**src/core/ccs_regs.svh**
```systemverilog
// Constants of the clock control and stand-by block
//
// Summary of operation
// - Three monitors watch the crystal, fast internal oscillator and PLL output.
// - Each monitor flags its supervised clock running at abnormal frequency.
// - Each monitor has a reset output usable by the reset controller.
// - Monitor event output serves as interrupt request where wired.
// - Stop request halts generators and both areas' domain clocks.
// - One stop request stops together all domain clocks of its power domain whose stop mask is clear; domains without a mask keep running.
// - Generators and most selectors have a stop mask keeping clock running.
// - Every clock domain has its own selector; those with a stop mask have own stop control.
// - Each selector output feeds exactly one domain, by area and index.
// - Deep-stop wake-up resets all isolated-area selectors.
// - Wake-up crystal start turns the crystal oscillator on at wake-up.
// - Mask clear lets stop halt the domain clock; mask set keeps it.
// - PLL reset by system reset; oscillators only by power-up reset.
// - All selectors return to default source on system reset.
// - Stopped PLL and fast oscillator restart at wake-up only if running before entry.
`ifndef CCS_REGS_SVH
`define CCS_REGS_SVH

`define CCS_CLK_PERIOD_NS 40
`define CCS_MON_WIN_NS 10000
`define CCS_MON_WIN_CYC (`CCS_MON_WIN_NS / `CCS_CLK_PERIOD_NS)
`define CCS_SEL_SRC_RST 3'h0
`define CCS_SEL_MASK_RST 1'b0
`define CCS_GEN_RUN_RST 1'b0
`define CCS_GEN_MASK_RST 1'b0
`define CCS_GEN_XTAL 0
`define CCS_GEN_FAST 1
`define CCS_GEN_PLL 2
`define CCS_NUM_ISO 12
`define CCS_NUM_AWO 4
`define CCS_SRC_W 3

`endif

```
**src/core/ccs_pkg.sv**
```systemverilog
// Types shared by the clock control and stand-by block
package ccs_pkg;
    typedef enum logic {
        CCS_AREA_ISO,
        CCS_AREA_AWO
    } ccs_area_t;

    typedef enum logic [1:0] {
        CCS_MON_IDLE,
        CCS_MON_MEASURE,
        CCS_MON_FAULT
    } ccs_mon_state_t;
endpackage : ccs_pkg

```
**src/core/ccs_clock_ctrl.sv**
```systemverilog
// Clock generator, domain selector and monitor control
`timescale 1ns/1ps
`default_nettype none
`include "ccs_regs.svh"
module ccs_clock_ctrl
    import ccs_pkg::*;
#(
    parameter int NI = `CCS_NUM_ISO,
    parameter int NA = `CCS_NUM_AWO,
    parameter int SW = `CCS_SRC_W,
    parameter int CW = 16,
    parameter int MON_WIN_CYC = `CCS_MON_WIN_CYC,
    parameter logic [NI-1:0] ISO_HAS_MASK = '1,
    parameter logic [NA-1:0] AWO_HAS_MASK = '1
) (
    input wire logic mclk_i,
    input wire logic reset_i,
    input wire logic power_up_reset_i,
    input wire logic system_reset_i,
    input wire logic standby_stop_request_i,
    input wire logic deep_stop_wakeup_reset_i,
    input wire logic wakeup_crystal_start_i,
    input wire logic [2:0] gen_enable_trg_i,
    input wire logic [2:0] gen_disable_trg_i,
    input wire logic gen_mask_wr_i,
    input wire logic [2:0] gen_stop_mask_i,
    input wire logic sel_wr_i,
    input wire logic sel_area_i,
    input wire logic [4:0] sel_index_i,
    input wire logic [SW-1:0] sel_source_i,
    input wire logic sel_stop_mask_i,
    input wire logic [2:0] mon_enable_i,
    input wire logic [2:0] mon_sup_clk_i,
    input wire logic [3*CW-1:0] mon_lo_limit_i,
    input wire logic [3*CW-1:0] mon_hi_limit_i,
    output logic [2:0] gen_running_o,
    output logic [NI*SW-1:0] iso_domain_source_o,
    output logic [NI-1:0] iso_domain_clock_out_o,
    output logic [NA*SW-1:0] awo_domain_source_o,
    output logic [NA-1:0] awo_domain_clock_out_o,
    output logic [2:0] monitor_reset_out_o,
    output logic [2:0] monitor_event_out_o
);
    // ********************************************************
    // Parameter checks
    // ********************************************************
    if (NI < 1 || NI > 32 || NA < 1 || NA > 32 || SW < 1) begin : g_chk
        $error("ccs_clock_ctrl: domain counts must be 1 to 32");
    end

    // ********************************************************
    // State
    // ********************************************************
    typedef struct packed {
        logic stop_q;
        logic [2:0] gen_run;
        logic [2:0] gen_held;
        logic [2:0] gen_mask;
        logic [NI*SW-1:0] iso_src;
        logic [NI-1:0] iso_mask;
        logic [NI-1:0] iso_run;
        logic [NA*SW-1:0] awo_src;
        logic [NA-1:0] awo_mask;
        logic [NA-1:0] awo_run;
    } ccs_ctl_t;

    ccs_ctl_t s_r;
    ccs_ctl_t s_nxt;
    logic stop_rise;
    logic stop_fall;
    logic [2:0] gen_reset;
    logic [2:0] mon_active;

    // One selector per domain, picked by area and index
    function automatic logic ccs_sel_hit(input logic area, input logic [4:0] idx,
                                         input ccs_area_t want, input int unsigned n);
        ccs_sel_hit = (area == logic'(want)) && (idx == n[4:0]);
    endfunction : ccs_sel_hit

    // Domain keeps running unless it has a mask and the mask is clear
    function automatic logic ccs_run(input logic stop, input logic has_mask,
                                     input logic mask);
        ccs_run = !(stop && (!has_mask || !mask)) || (has_mask && mask) || !has_mask;
    endfunction : ccs_run

    assign stop_rise = standby_stop_request_i && !s_r.stop_q;
    assign stop_fall = !standby_stop_request_i && s_r.stop_q;

    // Oscillators answer only to power-up reset, the PLL to system and deep-stop wake-up reset
    assign gen_reset[`CCS_GEN_XTAL] = power_up_reset_i;
    assign gen_reset[`CCS_GEN_FAST] = power_up_reset_i;
    assign gen_reset[`CCS_GEN_PLL] = system_reset_i || deep_stop_wakeup_reset_i;

    // ********************************************************
    // Next state
    // ********************************************************
    always_comb begin
        s_nxt = s_r;
        s_nxt.stop_q = standby_stop_request_i;

        // Generators
        for (int g = 0; g < 3; g++) begin
            if (gen_reset[g]) begin
                s_nxt.gen_run[g] = `CCS_GEN_RUN_RST;
                s_nxt.gen_held[g] = 1'b0;
                s_nxt.gen_mask[g] = `CCS_GEN_MASK_RST;
            end else begin
                if (gen_mask_wr_i) begin
                    s_nxt.gen_mask[g] = gen_stop_mask_i[g];
                end
                if (stop_rise && !s_r.gen_mask[g]) begin
                    s_nxt.gen_held[g] = s_r.gen_run[g];
                    s_nxt.gen_run[g] = 1'b0;
                end else if (standby_stop_request_i && !s_r.gen_mask[g]) begin
                    // Triggers are ignored while halted by stand-by
                    s_nxt.gen_run[g] = 1'b0;
                end else if (stop_fall) begin
                    s_nxt.gen_run[g] = s_r.gen_run[g] || s_r.gen_held[g];
                    s_nxt.gen_held[g] = 1'b0;
                    if (g == `CCS_GEN_XTAL && wakeup_crystal_start_i) begin
                        s_nxt.gen_run[g] = 1'b1;
                    end
                end else if (gen_disable_trg_i[g]) begin
                    s_nxt.gen_run[g] = 1'b0;
                end else if (gen_enable_trg_i[g]) begin
                    s_nxt.gen_run[g] = 1'b1;
                end
            end
        end

        // Selector configuration
        for (int i = 0; i < NI; i++) begin
            if (system_reset_i || deep_stop_wakeup_reset_i) begin
                s_nxt.iso_src[i*SW +: SW] = SW'(`CCS_SEL_SRC_RST);
                s_nxt.iso_mask[i] = `CCS_SEL_MASK_RST;
            end else if (sel_wr_i && ccs_sel_hit(sel_area_i, sel_index_i, CCS_AREA_ISO,
                                                 i)) begin
                s_nxt.iso_src[i*SW +: SW] = sel_source_i;
                s_nxt.iso_mask[i] = sel_stop_mask_i && ISO_HAS_MASK[i];
            end
        end
        for (int a = 0; a < NA; a++) begin
            if (system_reset_i) begin
                s_nxt.awo_src[a*SW +: SW] = SW'(`CCS_SEL_SRC_RST);
                s_nxt.awo_mask[a] = `CCS_SEL_MASK_RST;
            end else if (sel_wr_i && ccs_sel_hit(sel_area_i, sel_index_i, CCS_AREA_AWO,
                                                 a)) begin
                s_nxt.awo_src[a*SW +: SW] = sel_source_i;
                s_nxt.awo_mask[a] = sel_stop_mask_i && AWO_HAS_MASK[a];
            end
        end

        // Domain clock enables, one stop request for a whole area
        for (int i = 0; i < NI; i++) begin
            s_nxt.iso_run[i] = ccs_run(standby_stop_request_i, ISO_HAS_MASK[i],
                                       s_r.iso_mask[i]);
        end
        for (int a = 0; a < NA; a++) begin
            s_nxt.awo_run[a] = ccs_run(standby_stop_request_i, AWO_HAS_MASK[a],
                                       s_r.awo_mask[a]);
        end
    end

    // ********************************************************
    // State register
    // ********************************************************
    always_ff @(posedge mclk_i) begin
        if (reset_i) begin
            s_r.stop_q <= 1'b0;
            s_r.gen_run <= '0;
            s_r.gen_held <= '0;
            s_r.gen_mask <= '0;
            s_r.iso_src <= '0;
            s_r.iso_mask <= '0;
            s_r.iso_run <= '1;
            s_r.awo_src <= '0;
            s_r.awo_mask <= '0;
            s_r.awo_run <= '1;
        end else begin
            s_r <= s_nxt;
        end
    end

    // ********************************************************
    // Outputs
    // ********************************************************
    // Enables are registered; the downstream latch-based gate takes them
    // while its clock is low, so a stop never clips a pulse
    assign iso_domain_clock_out_o = s_r.iso_run;
    assign awo_domain_clock_out_o = s_r.awo_run;
    assign iso_domain_source_o = s_r.iso_src;
    assign awo_domain_source_o = s_r.awo_src;
    assign gen_running_o = s_r.gen_run;

    // ********************************************************
    // Clock monitors
    // ********************************************************
    // A stopped generator is not measured, else stand-by would look like a fault
    assign mon_active = mon_enable_i & s_r.gen_run;

    for (genvar m = 0; m < 3; m++) begin : g_mon
        ccs_freq_monitor #(
            .WIN_CYC(MON_WIN_CYC),
            .CW(CW)
        ) u_mon (
            .mclk_i(mclk_i),
            .reset_i(reset_i || gen_reset[m]),
            .sup_clk_i(mon_sup_clk_i[m]),
            .enable_i(mon_active[m]),
            .lo_limit_i(mon_lo_limit_i[m*CW +: CW]),
            .hi_limit_i(mon_hi_limit_i[m*CW +: CW]),
            .monitor_reset_out_o(monitor_reset_out_o[m]),
            .monitor_event_out_o(monitor_event_out_o[m])
        );
    end

    // ********************************************************
    // Checks
    // ********************************************************
    a_stop_halts_iso: assert property (@(posedge mclk_i) disable iff (reset_i)
        (standby_stop_request_i && ISO_HAS_MASK[0] && !s_r.iso_mask[0])
        |=> !iso_domain_clock_out_o[0])
        else $error("unmasked iso domain kept running under stop");
    a_mask_keeps_awo: assert property (@(posedge mclk_i) disable iff (reset_i)
        (AWO_HAS_MASK[0] && s_r.awo_mask[0]) |=> awo_domain_clock_out_o[0])
        else $error("masked always-on domain stopped");
    a_no_stop_runs: assert property (@(posedge mclk_i) disable iff (reset_i)
        !standby_stop_request_i |=> (&iso_domain_clock_out_o) && (&awo_domain_clock_out_o))
        else $error("domain clock off without stop request");
    a_gen_halt_stop: assert property (@(posedge mclk_i) disable iff (reset_i)
        (stop_rise && !s_r.gen_mask[`CCS_GEN_PLL] && !gen_reset[`CCS_GEN_PLL])
        |=> !gen_running_o[`CCS_GEN_PLL]
        ##1 (!gen_running_o[`CCS_GEN_PLL] || !$past(standby_stop_request_i)))
        else $error("pll kept running after unmasked stop");
    a_gen_restart: assert property (@(posedge mclk_i) disable iff (reset_i)
        (stop_fall && s_r.gen_held[`CCS_GEN_FAST] && !power_up_reset_i)
        |=> gen_running_o[`CCS_GEN_FAST])
        else $error("fast oscillator did not restart at wake-up");
    a_xtal_wakeup: assert property (@(posedge mclk_i) disable iff (reset_i)
        (stop_fall && wakeup_crystal_start_i && !power_up_reset_i
         && !(standby_stop_request_i && !s_r.gen_mask[`CCS_GEN_XTAL]))
        |=> gen_running_o[`CCS_GEN_XTAL])
        else $error("crystal not started by wake-up start");
    a_deep_wake_sel: assert property (@(posedge mclk_i) disable iff (reset_i)
        deep_stop_wakeup_reset_i |=> iso_domain_source_o == '0 && s_r.iso_mask == '0)
        else $error("iso selectors not reset by deep-stop wake-up");
    a_osc_keep_sys: assert property (@(posedge mclk_i) disable iff (reset_i)
        (system_reset_i && !power_up_reset_i && !standby_stop_request_i && !stop_fall
         && gen_disable_trg_i == '0 && gen_running_o[`CCS_GEN_XTAL])
        |=> gen_running_o[`CCS_GEN_XTAL] && !gen_running_o[`CCS_GEN_PLL])
        else $error("system reset hit the crystal or missed the pll");
    a_sys_sel_default: assert property (@(posedge mclk_i) disable iff (reset_i)
        system_reset_i |=> awo_domain_source_o == '0 && iso_domain_source_o == '0)
        else $error("selectors not defaulted by system reset");

    // ********************************************************
    // Further checks
    // ********************************************************
    // Generators
    a_trg_held_stop: assert property (@(posedge mclk_i) disable iff (reset_i)
        (standby_stop_request_i && !stop_rise && !s_r.gen_mask[`CCS_GEN_PLL])
        |=> !gen_running_o[`CCS_GEN_PLL])
        else $error("pll trigger taken under stop");
    a_mask_keeps_gen: assert property (@(posedge mclk_i) disable iff (reset_i)
        (standby_stop_request_i && s_r.gen_mask[`CCS_GEN_FAST] && !power_up_reset_i
         && !gen_enable_trg_i[`CCS_GEN_FAST] && !gen_disable_trg_i[`CCS_GEN_FAST])
        |=> $stable(gen_running_o[`CCS_GEN_FAST]))
        else $error("masked fast oscillator changed under stop");
    a_gen_stay_off: assert property (@(posedge mclk_i) disable iff (reset_i)
        (stop_fall && !s_r.gen_run[`CCS_GEN_PLL] && !s_r.gen_held[`CCS_GEN_PLL])
        |=> !gen_running_o[`CCS_GEN_PLL])
        else $error("stopped pll woke up");
    a_pll_sys_reset: assert property (@(posedge mclk_i) disable iff (reset_i)
        system_reset_i |=> !gen_running_o[`CCS_GEN_PLL])
        else $error("pll survived system reset");
    a_osc_pur_reset: assert property (@(posedge mclk_i) disable iff (reset_i)
        power_up_reset_i |=> gen_running_o[1:0] == 2'h0)
        else $error("oscillator survived power-up reset");

    // Monitors
    a_event_has_rst: assert property (@(posedge mclk_i) disable iff (reset_i)
        (monitor_event_out_o & ~monitor_reset_out_o) == 3'h0)
        else $error("monitor event without reset output");

    // Selectors
    // Writes to iso selector 0 must land; deep-stop wake-up and out-of-range writes leave always-on selectors as they were
    a_sel_write_iso: assert property (@(posedge mclk_i) disable iff (reset_i)
        (sel_wr_i && !sel_area_i && sel_index_i == 5'h00 && !system_reset_i
         && !deep_stop_wakeup_reset_i)
        |=> iso_domain_source_o[SW-1:0] == $past(sel_source_i))
        else $error("iso selector write lost");
    a_awo_keep_deep: assert property (@(posedge mclk_i) disable iff (reset_i)
        (deep_stop_wakeup_reset_i && !system_reset_i && !sel_wr_i)
        |=> $stable(awo_domain_source_o))
        else $error("deep-stop wake-up hit always-on selectors");
    a_sel_range: assert property (@(posedge mclk_i) disable iff (reset_i)
        (sel_wr_i && sel_area_i && sel_index_i >= NA && !system_reset_i)
        |=> $stable(awo_domain_source_o))
        else $error("out-of-range write changed a selector");
endmodule : ccs_clock_ctrl
`default_nettype wire

```
**src/core/ccs_freq_monitor.sv**
```systemverilog
// Frequency monitor of one supervised clock
`timescale 1ns/1ps
`default_nettype none
`include "ccs_regs.svh"
module ccs_freq_monitor
    import ccs_pkg::*;
#(
    parameter int WIN_CYC = `CCS_MON_WIN_CYC,
    parameter int CW = 16
) (
    input wire logic mclk_i,
    input wire logic reset_i,
    input wire logic sup_clk_i,
    input wire logic enable_i,
    input wire logic [CW-1:0] lo_limit_i,
    input wire logic [CW-1:0] hi_limit_i,
    output logic monitor_reset_out_o,
    output logic monitor_event_out_o
);
    if (WIN_CYC < 2 || WIN_CYC >= (1 << CW)) begin : g_chk
        $error("ccs_freq_monitor: window does not fit the counter");
    end

    typedef struct packed {
        logic [2:0] sync;
        logic level;
        logic [CW-1:0] win_cnt;
        logic [CW-1:0] edge_cnt;
        ccs_mon_state_t st;
        logic event_p;
    } ccs_mon_t;

    ccs_mon_t s_r;
    ccs_mon_t s_nxt;
    logic rise;
    logic win_end;

    function automatic logic ccs_out_of_window(input logic [CW-1:0] n,
                                               input logic [CW-1:0] lo,
                                               input logic [CW-1:0] hi);
        ccs_out_of_window = (n < lo) || (n > hi);
    endfunction : ccs_out_of_window

    // Edge counts only once second and third stages agree
    assign rise = (s_r.sync[1] == s_r.sync[2]) && s_r.sync[2] && !s_r.level;
    assign win_end = (s_r.win_cnt == CW'(WIN_CYC - 1));

    always_comb begin
        s_nxt = s_r;
        s_nxt.event_p = 1'b0;
        s_nxt.sync = {s_r.sync[1:0], sup_clk_i};
        if (s_r.sync[1] == s_r.sync[2]) begin
            s_nxt.level = s_r.sync[2];
        end
        case (s_r.st)
            CCS_MON_IDLE: begin
                s_nxt.win_cnt = '0;
                s_nxt.edge_cnt = '0;
                if (enable_i) begin
                    s_nxt.st = CCS_MON_MEASURE;
                end
            end
            CCS_MON_MEASURE: begin
                if (!enable_i) begin
                    s_nxt.st = CCS_MON_IDLE;
                end else if (win_end) begin
                    s_nxt.win_cnt = '0;
                    s_nxt.edge_cnt = '0;
                    if (ccs_out_of_window(s_r.edge_cnt, lo_limit_i, hi_limit_i)) begin
                        s_nxt.st = CCS_MON_FAULT;
                        s_nxt.event_p = 1'b1;
                    end
                end else begin
                    s_nxt.win_cnt = s_r.win_cnt + CW'(1);
                    if (rise && s_r.edge_cnt != '1) begin
                        s_nxt.edge_cnt = s_r.edge_cnt + CW'(1);
                    end
                end
            end
            CCS_MON_FAULT: begin
                // Fault holds until enable_i drops or reset_i is raised
                if (!enable_i) begin
                    s_nxt.st = CCS_MON_IDLE;
                end
            end
            default: begin
                s_nxt.st = CCS_MON_IDLE;
            end
        endcase
    end

    always_ff @(posedge mclk_i) begin
        if (reset_i) begin
            s_r <= '0;
        end else begin
            s_r <= s_nxt;
        end
    end

    assign monitor_reset_out_o = (s_r.st == CCS_MON_FAULT);
    assign monitor_event_out_o = s_r.event_p;

    a_fault_sets_reset: assert property (@(posedge mclk_i) disable iff (reset_i)
        (s_r.st == CCS_MON_MEASURE && enable_i && win_end
         && ((s_r.edge_cnt < lo_limit_i) || (s_r.edge_cnt > hi_limit_i)))
        |=> monitor_reset_out_o && monitor_event_out_o)
        else $error("monitor missed an out-of-window count");
    a_event_single_pulse: assert property (@(posedge mclk_i) disable iff (reset_i)
        $rose(monitor_event_out_o) |=> !monitor_event_out_o && monitor_reset_out_o)
        else $error("monitor event longer than one cycle");
endmodule : ccs_freq_monitor
`default_nettype wire

```
**config.mk**
```make
export PLATFORM = sky130hd
export DESIGN_NAME = ccs_clock_ctrl
export DESIGN_NICKNAME = d
export VERILOG_FILES = /design/src/core/ccs_pkg.sv /design/src/core/ccs_clock_ctrl.sv /design/src/core/ccs_freq_monitor.sv
export VERILOG_INCLUDE_DIRS = /design/src /design/src/core
export SDC_FILE = /design/constraint.sdc
export NUM_CORES = 1
export LEC_CHECK = 0
export ABC_CLOCK_PERIOD_IN_PS = 5550
export BUFFER_PORTS_ARGS = -buffer_cell sky130_fd_sc_hd__buf_2
export CAP_MARGIN = 20
export CORE_MARGIN = 2
export CORE_UTILIZATION = 25
export DETAILED_ROUTE_END_ITERATION = 7
export SETUP_SLACK_MARGIN = 0.5
export SLEW_MARGIN = 15
export SYNTH_ARGS = -nofsm -noshare
export SYNTH_HDL_FRONTEND = slang
export SYNTH_SLANG_ARGS = --single-unit
export TNS_END_PERCENT = 100
```
**constraint.sdc**
```tcl
create_clock -name mclk_i -period 5.55 [get_ports mclk_i]
set_clock_uncertainty 0.2 [all_clocks]
set_input_delay 0.555 -clock mclk_i [delete_from_list [all_inputs] [get_ports mclk_i]]
set_output_delay 0.555 -clock mclk_i [all_outputs]
set_load 0.005 [all_outputs]
```
==> results.py, run 1 <==
metrics = {
    "cells_and_area": {
        "final_area_sq_um": 13700,
        "nets": 1746,
        "final_core_util_pct": 29.4,
        "area_delta_synth_final_pct": 16.2,
        "drive_gt1_share_pct": 17.6,
    },
    "power_and_ir_drop": {
        "p_per_area_nw_per_um2": 243,
        "total_power_mw": 3.33,
        "peakVddDrop_uv": 196,
        "p_switching_mw": 0.764,
        "power_frac_comb_pct": 5.3,
        "clkPwrFrac_pct": 49.6,
        "p_int_mw": 2.56,
        "p_leak_nw": 5.94,
        "sw_frac_of_total_pct": 23.0,
        "power_frac_seq_pct": 45.2,
    },
    "critical_path": {
        "crit_slowest_cell": "nand2_1",
        "crit_chain": "inv_1 -> ha_1 -> and4b_1 -> and4_1 -> a21oi_1 -> nand2_1 -> a211oi_1",
        "startpoint": "g_mon[1].u_mon.s_r[20]$_SDFFE_PP0P_",
        "reg2regPathDepth": 7,
        "timing.rr.end": "g_mon[1].u_mon.s_r[30]$_SDFFE_PP0P_",
        "cp-end-kind": "flip-flop",
        "critical_path.max_fanout": 27,
        "critPathLaunchType": "flip-flop",
        "crit_family": "simple AND/OR/NAND/NOR gates",
        "r2r-start": "g_mon[1].u_mon.s_r[20]$_SDFFE_PP0P_",
        "worstPathBufferInverterCount": 1,
        "critPathArrivalTime_ps": 3420,
        "critical_path.max_stage_delay_ps": 790,
        "critical_path_depth": 7,
        "rrSetupSlack_ps": 2360,
        "cp-endpoint": "g_mon[1].u_mon.s_r[30]$_SDFFE_PP0P_",
        "criticalPathCategory": "reg2reg",
        "worst-endpoint-required_ps": 5780,
    },
    "status": {
        "status": "finished clean",
    },
    "yosys": {
        "ys.flop_type": "dfxtp_1",
        "async_reset_ff_share_pct": 0,
        "ys_warn_count": 0,
        "syn-cell-area_sq_um": 11800,
        "synthCells": 1400,
        "ys_ff_latch": 207,
        "syn_nets": 1635,
        "synth-edff-count": 0,
        "synth.avg_cell_area_sq_um": 8.41,
        "synthDistinctLibCells": 73,
        "ys_seq_area_share_pct": 35.2,
    },
    "drt": {
        "drtPass1Iterations": 6,
        "wl_per_cell_um": 14.6,
        "drt_wl_total_um": 31300,
        "via_count": 10100,
        "viasPerCell": 4.72,
        "ant_nets": 0,
        "drt_iter0_markers": 542,
        "drc": 0,
    },
    "global_routing": {
        "antenna_found_initial": 1,
        "grt_overflow": 0,
        "grt_max_degree": 64,
        "grt_use_total_pct": 12.4,
        "grt_pass1_wl_um": 50900,
        "first_global_vias": 9958,
    },
    "timing": {
        "rsz0062_at_grt": "false",
        "setup_viol": 0,
        "fmax_mhz": 314,
        "setup_tns_ps": 0,
        "period_needed_ps": 3190,
        "worstMarginPinSlew_ps": 1060,
        "period_share_pct": 57.4,
        "hold_viol_final": 0,
        "relSlewSlack_pct": 28.9,
        "slew_viol_final": 0,
    },
    "clocking": {
        "root_buffer": "clkbuf_16",
        "cts_htree_levels": 1,
        "ctsResizeCount": 0,
        "insertion_delay_ps": 560,
        "cts_setup_buffers": 0,
        "cts.sinks": 207,
        "path_clk_slew_ps": 60,
        "cts-buffers-inserted": 26,
        "clk_path_buf_depth": 3,
        "cts_tree": "done",
    },
    "placed_design": {
        "gp_congestion": 0.813,
        "hpwl_um": 23900,
        "place_area_sq_um": 12800,
        "portBuffers": 202,
    },
    "die": {
        "initial_core_util_pct": 25.3,
        "io_pins": 203,
        "dieArea_sq_um": 48800,
        "die_h_um": 221,
        "core_sq_um": 46600,
        "num_rows": 79,
        "die_w_um": 221,
    },
    "min_path": {
        "hp-class": "in2reg",
        "hp-start": "mon_sup_clk_i[1]",
    },
    "job": {
        "drv_cap": 0,
    },
}
[worst register-to-register path, delay by kind of cell, from the launching register on]
kind,cells,cell delay [ps]
flip-flops,1,370
adder cells (fa/ha/maj),1,170
AO/OA/AOI/OAI,2,1100
AND/OR/NAND/NOR,3,1180
buffers and inverters,1,60
[power groups by stage]
stage | clock network [mW] | logic (mW) | registers (mW)
floorplan | 0 | 0.0963 | 1.53
global placement | 0 | 0.171 | 1.53
detailed placement | 0 | 0.177 | 1.53
CTS | 1.72 | 0.178 | 1.50
global route | 1.78 | 0.198 | 1.50
finish | 1.65 | 0.176 | 1.50
[repair_timing]
action                                 CTS  global route
setup endpoints to repair                0             0
endpoints found under the hold margin    1             0
hold buffers                             1             0
[registers in the layout (all words and copies together), names as in the netlist]
| register | cells |
|---|---|
| g_mon.u_mon.s_r | 108 |
| iso_domain_source_o | 36 |
| s_r | 23 |
| awo_domain_source_o | 12 |
| iso_domain_clock_out_o | 12 |
| g_mon.u_mon.s_nxt | 6 |
| awo_domain_clock_out_o | 4 |
| g_mon.u_mon.monitor_event_out_o | 3 |
| gen_running_o | 3 |
[worst min path at each step]
stage	end	slack, ps	cells after the start
CTS	s_r[82]$_SDFFE_PP0P_	2	3
global route	g_mon[0].u_mon.s_nxt[37]$_SDFF_PP0_	3	2
floorplan	g_mon[0].u_mon.s_nxt[38]$_SDFF_PP0_	210	1
global placement	g_mon[0].u_mon.s_nxt[38]$_SDFF_PP0_	210	1
finish	g_mon[1].u_mon.s_nxt[37]$_SDFF_PP0_	40	2
detailed placement	g_mon[0].u_mon.s_nxt[38]$_SDFF_PP0_	210	1
[per-layer routing]
metal	global-route usage (%)	up-vias	wire length, um
met4	4.01	2	880
met3	2.87	53	1600
li1	-	5080	-
met1	15.5	4754	14100
met2	21.1	200	14700
met5	0	-	10
[Yosys cell counts, types with 5 or more instances]
master	instances	share of area, %
a311oi_1	6	0.45
nor3_1	30	1.3
buf_2	8	0.34
nand3b_1	6	0.38
nand2_1	98	3.1
nand3_1	66	2.8
o21ai_0	27	1.1
nor4_1	10	0.53
buf_4	74	4.7
ha_1	105	11
nand4_1	35	1.9
or3_1	27	1.4
o21a_1	13	0.83
a211oi_1	16	1.0
and3_1	13	0.69
nand2b_1	5	0.27
clkbuf_1	40	1.3
and4_1	11	0.82
mux2i_1	59	5.0
a31oi_1	7	0.37
xnor2_1	32	2.4
and2_1	14	0.74
dfxtp_1	207	35
nor2b_1	16	0.85
a21oi_1	100	4.3
nor2_1	151	4.8
a21o_1	12	0.77
o211ai_1	8	0.51
xor2_1	15	1.1
inv_1	106	3.4
[placed cells by master (no fill, tap or decap), types with 4 or more instances in the layout]
| master | count |
|---|---|
| buf_2 | 202 |
| nor2b_1 | 16 |
| nor4_1 | 10 |
| a21oi_1 | 100 |
| dfxtp_1 | 207 |
| and2_1 | 14 |
| o21bai_1 | 4 |
| mux2i_1 | 59 |
| a211oi_1 | 16 |
| or3_1 | 26 |
| clkbuf_16 | 26 |
| and3_1 | 13 |
| or4_1 | 4 |
| buf_4 | 5 |
| o211ai_1 | 8 |
| nor2_1 | 151 |
| nand2_1 | 98 |
| a41oi_1 | 4 |
| inv_1 | 106 |
| xor2_1 | 15 |
| nand3b_1 | 6 |
| clkbuf_1 | 8 |
| ha_1 | 105 |
| and4_1 | 11 |
| nand3_1 | 66 |
| xnor2_1 | 32 |
| nand2b_1 | 5 |
| clkbuf_8 | 6 |
| o21a_1 | 13 |
| nor3_1 | 30 |
| or2_2 | 4 |
| a31oi_1 | 7 |
| a21o_1 | 12 |
| o21ai_0 | 27 |
| nand4_1 | 35 |
| o2111ai_1 | 4 |
| a311oi_1 | 6 |
[metrics by stage]
stage,hold slack [ps],cells,setup slack [ps]
global route,3.04,2135,1920
floorplan,206,1400,3010
CTS,1.85,2133,2340
global placement,211,2087,2300
finish,38.0,2136,2360
detailed placement,211,2087,2140
[layout make-up]
class / count / area [sq um]
Antenna cell: 1 / 2.50
Clock buffer: 40 / 763
Clock inverter: 5 / 78.8
Fill cell: 4924 / 32900
Inverter: 106 / 398
Multi-Input combinational cell: 962 / 6470
Sequential cell: 207 / 4140
Tap cell: 607 / 759
Timing Repair Buffer: 208 / 1060
[cell families (layout without fill, tap and decap cells)]
logic type / count (synthesis) / in the layout / synth area share [%]
AND/OR/NAND/NOR: 514 / 514 / 22.2
AO/OA/AOI/OAI: 237 / 237 / 13.0
buffers and inverters: 231 / 359 / 9.88
flip-flops: 207 / 207 / 35.2
adder cells (fa/ha/maj): 105 / 105 / 11.2
multiplexers: 59 / 59 / 5.02
XOR/XNOR: 47 / 47 / 3.50
other: 0 / 1 / 0
Power figures use the tool's default switching activity.
==> run 2: changes to the inputs <==
--- a/config.mk
+++ b/config.mk
@@ -6,7 +6,8 @@
 export SDC_FILE = /design/constraint.sdc
 export NUM_CORES = 1
 export LEC_CHECK = 0
-export ABC_CLOCK_PERIOD_IN_PS = 5550
+export ABC_AREA = 1
+export ABC_CLOCK_PERIOD_IN_PS = 2900
 export BUFFER_PORTS_ARGS = -buffer_cell sky130_fd_sc_hd__buf_2
 export CAP_MARGIN = 20
 export CORE_MARGIN = 2
==> constraint.sdc (replaced) <==
create_clock -name mclk_i -period 2.9 [get_ports mclk_i]
set_clock_uncertainty 0.2 [all_clocks]
set_input_delay 0.29 -clock mclk_i [delete_from_list [all_inputs] [get_ports mclk_i]]
set_output_delay 0.29 -clock mclk_i [all_outputs]
set_load 0.005 [all_outputs]
==> run 2 against run 1 <==
Against the previous run:
- register-to-register slack worse by 1600 ps
- maximum frequency increased by 48%
- combinational power up 120%
==> results.py, run 2 <==
metrics = {
    "cells_and_area": {
        "nets": 2276,
        "area_delta_synth_final_pct": 19.5,
        "drive_gt1_share_pct": 14.9,
        "final_cell_mix": "nand2_1 (373), inv_1 (290), nor2_1 (279)",
        "final-seq-area_sq_um": 4150,
        "final_common_cell": "nand2_1",
        "largest-register": "g_mon.u_mon.s_r",
        "fin_cells": 2735,
        "largest_register_ffs": 108,
        "multi_input_area_sq_um": 6700,
        "fillCellCount": 5446,
    },
    "die": {
        "initial_core_util_pct": 25.2,
        "die_w_um": 228,
        "die_h_um": 228,
        "dieArea_sq_um": 52000,
        "io_pins": 203,
        "num_rows": 82,
        "core_sq_um": 49900,
    },
    "placed_design": {
        "portBuffers": 202,
        "gp_congestion": 0.894,
        "hpwl_um": 26300,
        "post-place-cells": 2665,
    },
    "status": {
        "status": "finished clean",
    },
    "yosys": {
        "synth.avg_cell_area_sq_um": 6.67,
        "syn_nets": 2119,
        "ys_ff_latch": 207,
        "synth-edff-count": 0,
        "yosysTopAreaCellShare_pct": 33.0,
        "synthCells": 1884,
        "synth_common_cells": "nand2_1 (376), inv_1 (292), nor2_1 (281), dfxtp_1 (207), a21oi_1 (129)",
        "synthDistinctLibCells": 42,
        "synthTopCellsByArea": "dfxtp_1 (33%), nand2_1 (11%), ha_1 (10%), inv_1 (8.7%), nor2_1 (8.4%)",
        "yosysMostFrequentCell": "nand2_1",
        "ys_seq_area_share_pct": 33.0,
        "synth_largest_area_cell": "dfxtp_1",
        "ys.flop_type": "dfxtp_1",
        "syn-cell-area_sq_um": 12600,
        "ys_warn_count": 0,
        "async_reset_ff_share_pct": 0,
    },
    "job": {
        "drv_cap": 0,
    },
    "clocking": {
        "cts_setup_buffers": 0,
        "root_buffer": "clkbuf_16",
        "insertion_delay_ps": 540,
        "cts.sinks": 207,
        "clk_path_buf_depth": 3,
        "path_clk_slew_ps": 60,
        "cts_htree_levels": 1,
        "cts-buffers-inserted": 25,
        "cts_tree": "done",
    },
    "global_routing": {
        "antenna_found_initial": 4,
        "grt_max_degree": 55,
        "first_global_vias": 11900,
        "grt_use_total_pct": 13.1,
        "grt_pass1_wl_um": 57300,
        "grt_overflow": 0,
    },
    "power_and_ir_drop": {
        "p_leak_nw": 6.76,
        "peakVddDrop_uv": 465,
        "p_per_area_nw_per_um2": 440,
        "total_power_mw": 6.61,
    },
    "timing": {
        "relSlewSlack_pct": 43.5,
        "fmax_mhz": 464,
        "period_needed_ps": 2160,
        "worstMarginPinSlew_ps": 847,
        "setup_tns_ps": 0,
        "hold_viol_final": 0,
        "period_share_pct": 74.3,
        "rsz0062_at_grt": "true",
        "setup_viol": 0,
        "slew_viol_final": 0,
    },
    "critical_path": {
        "critPathLaunchType": "flip-flop",
        "critPathArrivalTime_ps": 2390,
        "worst-endpoint-required_ps": 3130,
        "rrSetupSlack_ps": 740,
        "critical_path.max_fanout": 25,
        "criticalPathCategory": "reg2reg",
        "cp-end-kind": "flip-flop",
    },
    "drt": {
        "drt_iter0_markers": 633,
        "viasPerCell": 4.43,
        "via_count": 12100,
        "drc": 0,
        "drtPass1Iterations": 5,
        "ant_nets": 0,
        "wl_per_cell_um": 12.7,
        "drt_wl_total_um": 34800,
    },
    "min_path": {
        "hp-class": "in2reg",
    },
}
-- run 2: cell types whose count changed in the layout (fill, tap and decap cells not counted), moves of 16 or more --
cell,delta
mux2i_1,-58
nand3_1,+33
nor3_1,+33
nor2_1,+128
o21ai_0,+83
dlygate4sd3_1,+19
nor2b_1,-16
inv_1,+184
or3_1,-26
xnor2_1,-32
nand2_1,+275
a21oi_1,+29
-- run 2: layout make-up --
type	count	share of cell area, %
antenna	3	0.0500
clock buffer	29	4.47
clock inverter	17	1.40
inverter	295	7.41
multi-input combinational	1278	44.7
sequential	207	27.7
tap	672	5.60
timing repair buffer	233	8.71
timing repair inverter	1	0.0500
-- run 2: path summary, 6_finish.rpt --
kind,startpoint,to,depth (start not counted)
worst min register to register,g_mon[2].u_mon.s_nxt[37]$_SDFF_PP0_,g_mon[2].u_mon.s_nxt[38]$_SDFF_PP0_,2
worst max-delay path,g_mon[2].u_mon.s_r[8]$_SDFFE_PP0P_,g_mon[2].u_mon.s_r[17]$_SDFFE_PP0P_,11
worst max register to register,g_mon[2].u_mon.s_r[8]$_SDFFE_PP0P_,g_mon[2].u_mon.s_r[17]$_SDFFE_PP0P_,11
worst min-delay path,system_reset_i,s_r[5]$_SDFFE_PP0P_,5
-- run 2: logic make-up after synthesis --
kind of cell | Yosys count | synth area share [%]
compound gates | 279 | 12.0
xor+xnor | 3 | 0.209
fa+ha+maj | 105 | 10.5
buf+inv | 399 | 14.4
flops | 207 | 33.0
mux | 1 | 0.0797
simple gates | 890 | 29.9
-- run 2: report_power, final --
part | switching, mW | internal [mW]
Sequential | 0.00904 | 2.86
Clock | 1.32 | 2.03
Combinational | 0.221 | 0.161
Total | 1.55 | 5.05
-- run 2: critical path: stages (launching register included) --
cell and delay (ps):
dfxtp_1 460, nand2_1 100, nor2_2 190, nand3_2 140
nor2_2 120, nand2_1 90, o21ai_4 310, nand2_8 190
nand2_1 110, nand2_1 50, nand2_1 50, nor2_1 40
-- run 2: metal layers --
metal  vias up  wire (um)  GRT usage (%)
met5         -          7              0
met4         2        899           3.57
met3        61       2420           3.04
met2       354      15300           21.8
met1      5384      16200           17.0
li1       6308          -              -
-- run 2: timing repair --
item                                    CTS  global route
gates cloned                              0             1
gates resized for setup                   2            20
endpoints found under the hold margin    29             0
endpoints found under the setup margin    4            55
pin swaps                                 0             0
hold buffers                             20             0
-- run 2: through the flow --
stage | setup WS (ps) | hold slack (ps) | util (%) | cell area, sq um
final | 745 | 39.5 | 30.1 | 15000
after global routing | 464 | 33.9 | 30.1 | 15000
after detailed placement | 477 | 201 | 27.7 | 13800
after CTS | 546 | 5.22 | 29.9 | 14900
after floorplan | 995 | 194 | - | 12600
after global placement | 486 | 198 | 27.7 | 13800
==> run 3: changes to the inputs <==
--- a/config.mk
+++ b/config.mk
@@ -6,8 +6,8 @@
 export SDC_FILE = /design/constraint.sdc
 export NUM_CORES = 1
 export LEC_CHECK = 0
-export ABC_AREA = 1
-export ABC_CLOCK_PERIOD_IN_PS = 2900
+export ABC_AREA = 0
+export ABC_CLOCK_PERIOD_IN_PS = 2200
 export BUFFER_PORTS_ARGS = -buffer_cell sky130_fd_sc_hd__buf_2
 export CAP_MARGIN = 20
 export CORE_MARGIN = 2
==> constraint.sdc (replaced) <==
create_clock -name mclk_i -period 2.2 [get_ports mclk_i]
set_clock_uncertainty 0.2 [all_clocks]
set_input_delay 0.22 -clock mclk_i [delete_from_list [all_inputs] [get_ports mclk_i]]
set_output_delay 0.22 -clock mclk_i [all_outputs]
set_load 0.005 [all_outputs]
==> run 3 against run 2 <==
Against the previous run:
- the flow now finishes with violations (negative hold slack, negative setup slack)
- power is 32% higher
- count of clock-buffer cells in the layout is 8 higher
- die area is 6.2% lower
- non-clock buffer count increased by 209
==> results.py, run 3 (synthesis results as in run 1) <==
metrics = {
    "clocking": {
        "clk_path_buf_depth": 3,
        "path_clk_slew_ps": 60,
        "cts.sinks": 207,
        "cts_tree": "done",
        "root_buffer": "clkbuf_16",
        "cts_htree_levels": 1,
        "cts-buffers-inserted": 26,
        "insertion_delay_ps": 540,
    },
    "global_routing": {
        "grt_use_total_pct": 13.9,
        "antenna_found_initial": 2,
        "grt_pass1_wl_um": 57500,
        "grt_overflow": 0,
        "first_global_vias": 11600,
        "grt_max_degree": 46,
    },
    "timing": {
        "period_share_pct": 111,
        "setup_tns_ps": -4740,
        "period_needed_ps": 2440,
        "hold_slack_ps": -59.0,
        "fmax_mhz": 410,
        "slew_viol_final": 0,
        "worstMarginPinSlew_ps": 798,
        "rsz0062_at_grt": "true",
        "hold_viol_final": 6,
        "relSlewSlack_pct": 46.6,
        "setup_viol": 57,
        "setup_ws_ps": -240,
    },
    "drt": {
        "viasPerCell": 4.76,
        "wl_met2_um": 17600,
        "ant_nets": 0,
        "drtPass1Iterations": 4,
        "wl_per_cell_um": 15.1,
        "wl_met1_um": 15000,
        "highest_layer": "met5",
        "via_count": 11300,
        "drt_wl_total_um": 36000,
        "drt_iter0_markers": 433,
        "route.met3.wl_um": 2070,
        "drc": 0,
    },
    "placed_design": {
        "hpwl_um": 25400,
        "post-place-cells": 2226,
        "gp_congestion": 0.832,
        "portBuffers": 202,
        "place_area_sq_um": 14300,
        "place_ws_ps": -275,
    },
    "critical_path": {
        "critical_path.max_fanout": 3,
        "worst-endpoint-required_ps": 2460,
        "cp-end-kind": "flip-flop",
        "criticalPathCategory": "reg2reg",
        "critPathArrivalTime_ps": 2700,
        "timing.rr.end": "g_mon[2].u_mon.monitor_event_out_o$_SDFF_PP0_",
        "r2r-start": "g_mon[2].u_mon.s_r[20]$_SDFFE_PP0P_",
        "reg2regPathDepth": 8,
        "critPathLaunchType": "flip-flop",
        "rrSetupSlack_ps": -240,
    },
    "cells_and_area": {
        "area_delta_synth_final_pct": 50.3,
        "largest_register_ffs": 108,
        "fillCellCount": 4522,
        "final_core_util_pct": 38.0,
        "final_common_cell": "buf_2",
        "final-seq-area_sq_um": 4210,
        "insertedDiodeCount": 0,
        "fin_cells": 2374,
        "multi_input_area_sq_um": 8090,
        "largest-register": "g_mon.u_mon.s_r",
        "drive_gt1_share_pct": 42.1,
        "final_cell_mix": "buf_2 (201), dfxtp_1 (173), buf_4 (153)",
        "final_area_sq_um": 17700,
        "nets": 1983,
    },
    "min_path": {
        "min_to": "g_mon[2].u_mon.monitor_event_out_o$_SDFF_PP0_",
        "hp-class": "in2reg",
        "holdPathStages": 4,
        "hp-start": "mon_enable_i[2]",
    },
    "die": {
        "dieArea_sq_um": 48800,
        "initial_core_util_pct": 25.3,
        "num_rows": 79,
        "core_sq_um": 46600,
        "die_w_um": 221,
        "die_h_um": 221,
        "io_pins": 203,
    },
    "job": {
        "drv_cap": 0,
    },
    "power_and_ir_drop": {
        "p_leak_nw": 7.58,
        "p_int_mw": 6.73,
        "p_switching_mw": 2.01,
        "peakVddDrop_uv": 525,
        "p_per_area_nw_per_um2": 494,
        "clkPwrFrac_pct": 50.5,
        "total_power_mw": 8.73,
        "sw_frac_of_total_pct": 23.0,
        "power_frac_seq_pct": 43.2,
        "power_frac_comb_pct": 6.3,
    },
    "status": {
        "violations": "negative hold slack, negative setup slack",
        "status": "finished, violations left",
    },
}
-- run 3: cell count changes in the layout (fill, tap and decap cells not counted), sizes merged, moves of 27 or more --
cell   before  now
o21ai     114   29
nand3     100   66
nor2      285  151
mux2i       1   59
xnor2       0   32
or3         0   27
inv       297  106
nand2     383  102
nor3       67   31
a21oi     134  100
buf       213  410
-- run 3: metal layers --
layer	track usage, %	vias to the layer above
met3	3.57	82
met4	4.91	2
met5	0	-
met2	24.5	266
li1	-	5566
met1	16.2	5373
-- run 3: critical path, cell delays in order, from the launching register on --
cell and delay, ps:
dfxtp_2 320, inv_2 60, ha_4 100, or4b_4 460, nor3_4 150, nand4_1 150
or4_4 560, o32ai_4 140, nor4b_4 230
-- run 3: power groups by stage --
stage | logic [mW] | clock network [mW] | registers (mW)
final | 0.553 | 4.41 | 3.77
after global routing | 0.615 | 4.67 | 3.77
after CTS | 0.534 | 4.52 | 3.77
after detailed placement | 0.471 | 0 | 3.86
after global placement | 0.455 | 0 | 3.86
after floorplan | 0.256 | 0 | 3.86
-- run 3: how the worst max path moves through the flow --
| stage | cells past startpoint | from | endpoint | slack, ps |
|---|---|---|---|---|
| floorplan | 8 | g_mon[2].u_mon.s_r[20]$_SDFFE_PP0P_ | g_mon[2].u_mon.monitor_event_out_o$_SDFF_PP0_ | -140 |
| global placement | 8 | mon_hi_limit_i[30] | g_mon[1].u_mon.monitor_event_out_o$_SDFF_PP0_ | -240 |
| detailed placement | 8 | g_mon[2].u_mon.s_r[20]$_SDFFE_PP0P_ | g_mon[2].u_mon.monitor_event_out_o$_SDFF_PP0_ | -280 |
| CTS | 8 | g_mon[2].u_mon.s_r[20]$_SDFFE_PP0P_ | g_mon[2].u_mon.monitor_event_out_o$_SDFF_PP0_ | -230 |
| global route | 7 | g_mon[2].u_mon.s_r[19]$_SDFFE_PP0P_ | g_mon[2].u_mon.monitor_event_out_o$_SDFF_PP0_ | -310 |
| finish | 8 | g_mon[2].u_mon.s_r[20]$_SDFFE_PP0P_ | g_mon[2].u_mon.monitor_event_out_o$_SDFF_PP0_ | -240 |
-- run 3: repair_timing --
action / 4_1_cts / 5_1_grt
pin swaps: 71 / 57
gates resized for setup: 197 / 145
endpoints found under the setup margin: 110 / 125
hold buffers: 28 / 2
hold endpoints to repair: 88 / 25
buffers inserted: 43 / 17
cloned: 8 / 2
-- run 3: final cells by class --
cell class              instances  share of cell area (%)
clock buffers                  37                    4.42
clock inverters                10                   0.700
inverters                     106                    2.26
multi-input cells             965                    45.7
flip-flops and latches        207                    23.8
well taps                     607                    4.29
repair buffers                442                    18.8
